## src/shared/tmr8_defines.vh

```
`ifndef TMR8_DEFINES_VH
`define TMR8_DEFINES_VH
// register word offsets (word addresses on adr_i)
`define TMR8_ADR_CTRL 4'h0
`define TMR8_ADR_COUNT 4'h1
`define TMR8_ADR_CMP 4'h2
`define TMR8_ADR_FLAGS 4'h3
`define TMR8_ADR_MASK 4'h4
`define TMR8_ADR_STROBE 4'h5
`define TMR8_ADR_ACK 4'h6
// ctrl fields
`define TMR8_CS_LSB 0
`define TMR8_CS_MSB 2
`define TMR8_WGM_LSB 3
`define TMR8_WGM_MSB 4
`define TMR8_COM_LSB 5
`define TMR8_COM_MSB 6
`define TMR8_ASYNC_BIT 7
`define TMR8_DDR_BIT 8
// flag / mask / ack / strobe bits
`define TMR8_FLG_OVF 0
`define TMR8_FLG_CMP 1
`define TMR8_STB_FORCE 0
// waveform modes
`define TMR8_WGM_NORMAL 2'h0
`define TMR8_WGM_PCPWM 2'h1
`define TMR8_WGM_CTC 2'h2
`define TMR8_WGM_FAST 2'h3
// reset value and counter ends
`define TMR8_CTRL_RST 9'h000
`define TMR8_MAX 8'hff
`define TMR8_BOTTOM 8'h00
`endif

```

## src/hw/tmr8_tick_sel.v

```verilog
`timescale 1ns/1ns
`include "tmr8_defines.vh"
// timer clock select: one-cycle tick from io clock divider, crystal pin edge or external pin edge
module tmr8_tick_sel #(
   parameter PRE_W = 10
) (
   input wire clk_i,
   input wire rst_i,
   input wire [2:0] cs_i,
   input wire async_sel_i,
   input wire xtal_i,
   input wire ext_i,
   output wire tick_o
);
   reg [PRE_W-1:0] pre_q;
   reg [2:0] xs_q;
   reg [2:0] es_q;
   reg tap;
   wire src_edge;
   wire xtal_rise;
   wire ext_rise;
   always @(posedge clk_i) begin
      if (rst_i) begin
         pre_q <= {PRE_W{1'b0}};
         xs_q <= 3'h0;
         es_q <= 3'h0;
      end else begin
         pre_q <= pre_q + {{(PRE_W-1){1'b0}}, 1'b1};
         xs_q <= {xs_q[1:0], xtal_i};
         es_q <= {es_q[1:0], ext_i};
      end
   end
   // edges read only the second and third stages
   assign xtal_rise = xs_q[1] & ~xs_q[2];
   assign ext_rise = es_q[1] & ~es_q[2];
   assign src_edge = async_sel_i ? xtal_rise : 1'b1;
   always @* begin
      case (cs_i)
         3'h1: tap = 1'b1;
         3'h2: tap = (pre_q[2:0] == 3'h7);
         3'h3: tap = (pre_q[4:0] == 5'h1f);
         3'h4: tap = (pre_q[5:0] == 6'h3f);
         3'h5: tap = (pre_q[6:0] == 7'h7f);
         3'h6: tap = (pre_q[7:0] == 8'hff);
         3'h7: tap = async_sel_i ? (pre_q == {PRE_W{1'b1}}) : ext_rise;
         default: tap = 1'b0;
      endcase
   end
   assign tick_o = (cs_i == 3'h7 && !async_sel_i) ? tap : (tap & src_edge);
endmodule // tmr8_tick_sel

```

## src/hw/tmr8_core.v

```verilog
`timescale 1ns/1ns
`include "tmr8_defines.vh"
module tmr8_core (
   input wire clk_i,
   input wire rst_i,
   input wire [3:0] adr_i,
   input wire [31:0] dat_i,
   output reg [31:0] dat_o,
   input wire we_i,
   input wire [3:0] sel_i,
   input wire cyc_i,
   input wire stb_i,
   output reg ack_o,
   output reg err_o,
   input wire xtal_i,
   input wire ext_clk_i,
   input wire port_out_i,
   input wire ovf_irq_ack_i,
   input wire cmp_irq_ack_i,
   output wire pin_o,
   output wire pin_oe_n_o,
   output wire ovf_irq_o,
   output wire cmp_irq_o,
   output wire top_o,
   output wire bottom_o
);
   ////////////////////////////////////////////////////////////////////////
   reg [8:0] ctrl_q;
   reg [7:0] cnt_q;
   reg [7:0] cmp_q;
   reg [7:0] cmp_buf_q;
   reg ovf_q;
   reg cmpf_q;
   reg [1:0] mask_q;
   reg oc_q;
   reg down_q;
   reg blk_q;
   reg [7:0] cnt_d;
   reg down_d;
   reg oc_d;
   reg ovf_set;
   wire tick;
   wire [2:0] cs = ctrl_q[`TMR8_CS_MSB:`TMR8_CS_LSB];
   wire [1:0] wgm = ctrl_q[`TMR8_WGM_MSB:`TMR8_WGM_LSB];
   wire [1:0] com = ctrl_q[`TMR8_COM_MSB:`TMR8_COM_LSB];
   wire pwm = (wgm == `TMR8_WGM_FAST) || (wgm == `TMR8_WGM_PCPWM);
   wire acc = cyc_i & stb_i & ~ack_o & ~err_o;
   wire wr = acc & we_i & sel_i[0];
   wire wr_hi = acc & we_i & sel_i[1];
   wire wr_cnt = wr && adr_i == `TMR8_ADR_COUNT;
   wire wr_cmp = wr && adr_i == `TMR8_ADR_CMP;
   wire wr_flg = wr && adr_i == `TMR8_ADR_FLAGS;
   wire force_stb = wr && adr_i == `TMR8_ADR_STROBE && dat_i[`TMR8_STB_FORCE] && !pwm;
   wire mapped = adr_i <= `TMR8_ADR_ACK;
   wire at_max = (cnt_q == `TMR8_MAX);
   wire at_bot = (cnt_q == `TMR8_BOTTOM);
   wire match = (cnt_q == cmp_q) && !blk_q;
   wire cmp_evt = tick & match;
   ////////////////////////////////////////////////////////////////////////
   tmr8_tick_sel #(.PRE_W(10)) u_tick (
      .clk_i(clk_i),
      .rst_i(rst_i),
      .cs_i(cs),
      .async_sel_i(ctrl_q[`TMR8_ASYNC_BIT]),
      .xtal_i(xtal_i),
      .ext_i(ext_clk_i),
      .tick_o(tick)
   );
   assign top_o = at_max;
   assign bottom_o = at_bot;
   ////////////////////////////////////////////////////////////////////////
   // counter sequence, chosen by waveform bits alone
   always @* begin
      cnt_d = cnt_q;
      down_d = down_q;
      ovf_set = 1'b0;
      if (tick) begin
         case (wgm)
            `TMR8_WGM_NORMAL: begin
               cnt_d = cnt_q + 8'h01;
               ovf_set = at_max;
            end
            `TMR8_WGM_CTC: begin
               cnt_d = match ? `TMR8_BOTTOM : cnt_q + 8'h01;
               ovf_set = at_max;
            end
            `TMR8_WGM_FAST: begin
               cnt_d = cnt_q + 8'h01;
               ovf_set = at_max;
            end
            `TMR8_WGM_PCPWM: begin
               if (!down_q && at_max) begin
                  down_d = 1'b1;
                  cnt_d = cnt_q - 8'h01;
               end else if (down_q && at_bot) begin
                  down_d = 1'b0;
                  cnt_d = cnt_q + 8'h01;
               end else begin
                  cnt_d = down_q ? cnt_q - 8'h01 : cnt_q + 8'h01;
               end
               ovf_set = down_q && (cnt_q == 8'h01);
            end
            default: cnt_d = cnt_q;
         endcase
      end
   end
   ////////////////////////////////////////////////////////////////////////
   // waveform output: current mode bits apply at the very next match
   always @* begin
      oc_d = oc_q;
      if (force_stb || (cmp_evt && !pwm)) begin
         case (com)
            2'h1: oc_d = ~oc_q;
            2'h2: oc_d = 1'b0;
            2'h3: oc_d = 1'b1;
            default: oc_d = oc_q;
         endcase
      end else if (tick && wgm == `TMR8_WGM_FAST && com[1]) begin
         if (match)
            oc_d = com[0];
         else if (at_max)
            oc_d = ~com[0];
      end else if (cmp_evt && wgm == `TMR8_WGM_FAST && com == 2'h1) begin
         oc_d = ~oc_q;
      end else if (cmp_evt && wgm == `TMR8_WGM_PCPWM && com[1]) begin
         oc_d = down_q ^ com[0];
      end
   end
   ////////////////////////////////////////////////////////////////////////
   always @(posedge clk_i) begin
      if (rst_i) begin
         ctrl_q <= `TMR8_CTRL_RST;
         cnt_q <= `TMR8_BOTTOM;
         cmp_q <= `TMR8_BOTTOM;
         cmp_buf_q <= `TMR8_BOTTOM;
         ovf_q <= 1'b0;
         cmpf_q <= 1'b0;
         mask_q <= 2'h0;
         oc_q <= 1'b0;
         down_q <= 1'b0;
         blk_q <= 1'b0;
      end else begin
         down_q <= down_d;
         oc_q <= oc_d;
         // single-cycle update, no partial state seen by the counter
         if (wr_cnt) begin
            cnt_q <= dat_i[7:0];
            blk_q <= 1'b1;
         end else begin
            cnt_q <= cnt_d;
            if (tick)
               blk_q <= 1'b0;
         end
         if (wr && adr_i == `TMR8_ADR_CTRL)
            ctrl_q[7:0] <= dat_i[7:0];
         if (wr_hi && adr_i == `TMR8_ADR_CTRL)
            ctrl_q[8] <= dat_i[8];
         if (wr && adr_i == `TMR8_ADR_MASK)
            mask_q <= dat_i[1:0];
         if (wr_cmp)
            cmp_buf_q <= dat_i[7:0];
         if (wr_cmp && !pwm)
            cmp_q <= dat_i[7:0];
         else if (pwm && tick && ((wgm == `TMR8_WGM_FAST && at_max) ||
                                  (wgm == `TMR8_WGM_PCPWM && at_max && !down_q)))
            cmp_q <= cmp_buf_q;
         else if (!pwm)
            cmp_buf_q <= wr_cmp ? dat_i[7:0] : cmp_q;
         // hardware set wins over clear
         if (tick && ovf_set)
            ovf_q <= 1'b1;
         else if (ovf_irq_ack_i || (wr_flg && dat_i[`TMR8_FLG_OVF]))
            ovf_q <= 1'b0;
         if (cmp_evt)
            cmpf_q <= 1'b1;
         else if (cmp_irq_ack_i || (wr_flg && dat_i[`TMR8_FLG_CMP]))
            cmpf_q <= 1'b0;
      end
   end
   assign ovf_irq_o = ovf_q & mask_q[`TMR8_FLG_OVF];
   assign cmp_irq_o = cmpf_q & mask_q[`TMR8_FLG_CMP];
   ////////////////////////////////////////////////////////////////////////
   // pin override; direction stays with the direction bit
   assign pin_o = (com != 2'h0) ? oc_q : port_out_i;
   assign pin_oe_n_o = ~ctrl_q[`TMR8_DDR_BIT];
   ////////////////////////////////////////////////////////////////////////
   // wishbone classic slave, one wait state, err on unmapped
   always @(posedge clk_i) begin
      if (rst_i) begin
         ack_o <= 1'b0;
         err_o <= 1'b0;
         dat_o <= 32'h00000000;
      end else begin
         ack_o <= acc & mapped;
         err_o <= acc & ~mapped;
         dat_o <= 32'h00000000;
         if (acc && !we_i) begin
            case (adr_i)
               `TMR8_ADR_CTRL: dat_o <= {23'h0, ctrl_q};
               `TMR8_ADR_COUNT: dat_o <= {24'h0, cnt_q};
               `TMR8_ADR_CMP: dat_o <= {24'h0, pwm ? cmp_buf_q : cmp_q};
               `TMR8_ADR_FLAGS: dat_o <= {30'h0, cmpf_q, ovf_q};
               `TMR8_ADR_MASK: dat_o <= {30'h0, mask_q};
               `TMR8_ADR_ACK: dat_o <= {29'h0, down_q, at_max, oc_q};
               default: dat_o <= 32'h00000000;
            endcase
         end
      end
   end
endmodule // tmr8_core

```

## config.mk

```make
export PLATFORM = sky130hd
export DESIGN_NAME = tmr8_core
export DESIGN_NICKNAME = d
export VERILOG_FILES = /design/src/hw/tmr8_tick_sel.v /design/src/hw/tmr8_core.v
export VERILOG_INCLUDE_DIRS = /design/src /design/src/shared
export SDC_FILE = /design/constraint.sdc
export NUM_CORES = 1
export LEC_CHECK = 0
export BUFFER_PORTS_ARGS = -buffer_cell sky130_fd_sc_hd__buf_2
export CORE_UTILIZATION = 45
export CTS_BUF_LIST = sky130_fd_sc_hd__clkbuf_8
export DETAILED_ROUTE_END_ITERATION = 16
export PLACE_DENSITY = 0.68
export SYNTH_ARGS = -nofsm -noshare
export SYNTH_HDL_FRONTEND = slang
export SYNTH_SLANG_ARGS = --single-unit
export TNS_END_PERCENT = 10
```

## constraint.sdc

```tcl
create_clock -name clk_i -period 3.8 [get_ports clk_i]
set_input_delay 0 -clock clk_i [delete_from_list [all_inputs] [get_ports clk_i]]
set_output_delay 0 -clock clk_i [all_outputs]
set_load 0.01 [all_outputs]
```

==> impl_metrics.ini <==
[grt]
globalRouteTotalUtil = 0.226
grt_util_met3 = 0.0532
overflow = 0
grt_pass1_vias = 3485
grt_max_degree = 58
antenna_found_initial = 0
top_usage_layer = met2
globalRouteMet1Util = 0.291
grtUsageMet2 = 0.366
grt_pass1_wl_um = 17100

[drt]
vias = 3659
vias_per_cell = 5.68
drc = 4
drt-initial-drc-count = 300
ant_nets = 0
dr.pass1.iters = 10
routedWlPerCell_um = 15.9
wl_um = 10200

[clock_tree]
cts_root_buffer = clkbuf_8
cts_tree = built
cts.path.max_buffers = 2
htreeDepth = 3
cts_buffers = 9
cts_resized = 0
clk_latency_ns = 0.34
clkSinkCount = 67
path_clk_slew_ns = 0.07

[worst_hold_path]
hold_path.class = input pin to flip-flop

[pwr]
power.total_uw = 1320
seq_power_share = 0.542
clockPowerShare = 0.379
combPwrFrac = 0.079
p_leak_uw = 0.00184
swShare = 0.249
p_switching_uw = 329
intPower_uw = 990
powerDensity_mw_per_mm2 = 291
irDropWorstVdd_mv = 0.200

[worst_setup_path]
endpoint_kind = flip-flop
slowest_delay_ns = 0.38
cp_max_fo = 12
crit_chain = buf_4, ha_1, nand4_2, or2_1, mux2i_4, and2_4, a211oi_2, a311o_1, a221oi_2
critPathLaunchType = flip-flop
crit_required_ns = 4.05
path_buf_inv = 1
slowest_stage = or2_1
cp_top_family = simple AND/OR/NAND/NOR gates
reg2reg_setup_slack_ns = 1.22
cp.arrival_ns = 2.84
critPathKind = flip-flop to flip-flop

[logic_synthesis]
yosys_most_used_dff = dfxtp_1
synthArstFlopShare = 0
syn_area_sq_mm = 0.00411
synth_warnings = 0
syn_inst = 499
synth.largest_area_cell = dfxtp_1
netlist.area_leader.share = 0.326
ys_seq_area_frac = 0.326
synth_edf_count = 0
yosys.cell_types.count = 62
avgSynthCellArea_sq_um = 8.24
yosys_register_bits = 67
netlist_top_cells_area = dfxtp_1 (33%), mux2i_1 (6.6%), buf_4 (4.9%)

[finish]
nNetsFinal = 597
regArea_sq_mm = 0.00134
antenna_cells = 0
synthToLayoutAreaGrowth_pct = 10.0
drive_gt1_frac = 0.140
final_area_sq_mm = 0.00453
fillCellCount = 831
multi_input_area_sq_mm = 0.00245

[floorplanning]
die_h_um = 97.6
start_util = 0.467
die-area_sq_mm = 0.00953
std_cell_rows = 34
die_width_um = 97.6
core-area_sq_mm = 0.00881
num_io_pins = 90

[sta]
rsz0062_at_grt = false
final.period_utilization = 0.680
fin_ws_ns = 1.22
slew_viol_final = 0
tns_ns = 0
fmax_mhz = 387
clock_skew_ns = 0.0104
worstMarginPinSlew_ns = 0.840
min_period_ns = 2.58
hold_violations = 0
setup_viol = 0
relSlewSlack = 0.432

[place]
portBuffers = 41
gp_congestion = 0.868
pre_cts_ws_ns = 1.27
dp_hpwl_um = 7280
dpl_cell_area_sq_mm = 0.00424

[flow_run]
drv_cap = 0

[run_status]
status = complete, but fails checks
violations = design-rule violations
-- worst paths after layout --
path                   from             end  cells after the start
min reg2reg  u_tick.xs_q[1]  u_tick.xs_q[2]                      2
min                dat_i[1]       ctrl_q[1]                      3
max reg2reg        cnt_q[0]        cnt_q[7]                      9
max                cnt_q[0]        cnt_q[7]                      9
-- power groups by stage --
stage	clock network (uW)	registers (uW)	logic, uW
after global placement	0	731	91.6
final	500	715	105
after CTS	509	715	103
after floorplan	0	729	78.4
after global routing	540	716	115
after detailed placement	0	731	92.8
-- sequential cells by signal, summed over array words and instances (netlist names), 2 cells and up --
register,flops
dat_o,9
cnt_q,8
mask_q,2
cmp_buf_q,8
u_tick.pre_q,10
u_tick.es_q,3
cmp_q,8
u_tick.xs_q,3
ctrl_q,9
-- cell usage in the layout, fill, tap and decap left out, types with 3 or more instances in the layout --
master         count
mux2i_1           27
and2_1            10
nor2_1            49
buf_4              7
a211oi_1          18
a311oi_1           5
xor2_1            16
nand3b_1           3
and3_1            11
nand3_1           29
or3_1              5
clkbuf_8          10
a31oi_1            5
nand4_1            3
a21oi_1           22
inv_1             14
o221ai_1           4
a21boi_0           3
o211ai_1           3
nor4b_1            3
nand2b_1           5
dfxtp_1           67
o21ai_0           14
conb_1            23
ha_1              13
dlygate4sd3_1     13
nor3_1            13
o22ai_1            7
buf_2             41
xnor2_1            9
mux2_2             3
nor2b_1           14
nand2_1           31
-- synth_stat cells, drive strengths merged (5+ instances only) --
library cell / n
mux2i: 28
nand2: 32
nor2: 50
buf: 40
ha: 13
nor3: 15
a21oi: 22
and2: 11
clkbuf: 19
a31oi: 5
o22ai: 7
nand2b: 5
xor2: 16
and3: 11
nor2b: 14
or3: 5
inv: 14
nand3: 29
a311oi: 5
dfxtp: 67
o21ai: 15
a211oi: 19
xnor2: 9
-- per-layer routing --
metal  up-vias  wire length [um]
li1       1784                 -
met1      1743              4470
met2       113              5020
met3        19               581
met4         0               172
met5         -                 0
-- through the flow --
| step | hold WS, ns | instances | util |
|---|---|---|---|
| final | 0.0103 | 644 | 0.514 |
| after global routing | 0.0178 | 644 | 0.514 |
| after CTS | 0.000438 | 644 | 0.514 |
| after detailed placement | 0.216 | 618 | 0.482 |
| after global placement | 0.208 | 618 | 0.482 |
| after floorplan | 0.0766 | 521 | - |
-- tightest hold or removal path: stages --
cell and delay, ns:
buf_2 0.16, nand3_1 0.09, a21oi_1 0.05
-- cells by family after synthesis --
kind of cell | after synthesis | synth area share
muxes | 31 | 0.0794
other | 1 | 0.000912
and+or+nand+nor | 194 | 0.247
xor gates and xnor gates | 25 | 0.0532
adders and majority gates | 13 | 0.0395
AOI/OAI and AO/OA | 95 | 0.157
DFF | 67 | 0.326
buffers and inverters | 73 | 0.0973
-- layout make-up --
class / instances / area share
multi-input combinational: 381 / 0.542
sequential: 67 / 0.296
timing repair buffer: 61 / 0.0857
clock buffer: 10 / 0.0304
tap: 108 / 0.0299
inverter: 14 / 0.0116
clock inverter: 3 / 0.00387
-- repair_timing --
action,CTS,global route
hold endpoints to repair,21,0
setup buffers,0,0
hold buffers,13,0
Note: power is estimated with default switching activity, not from simulation.
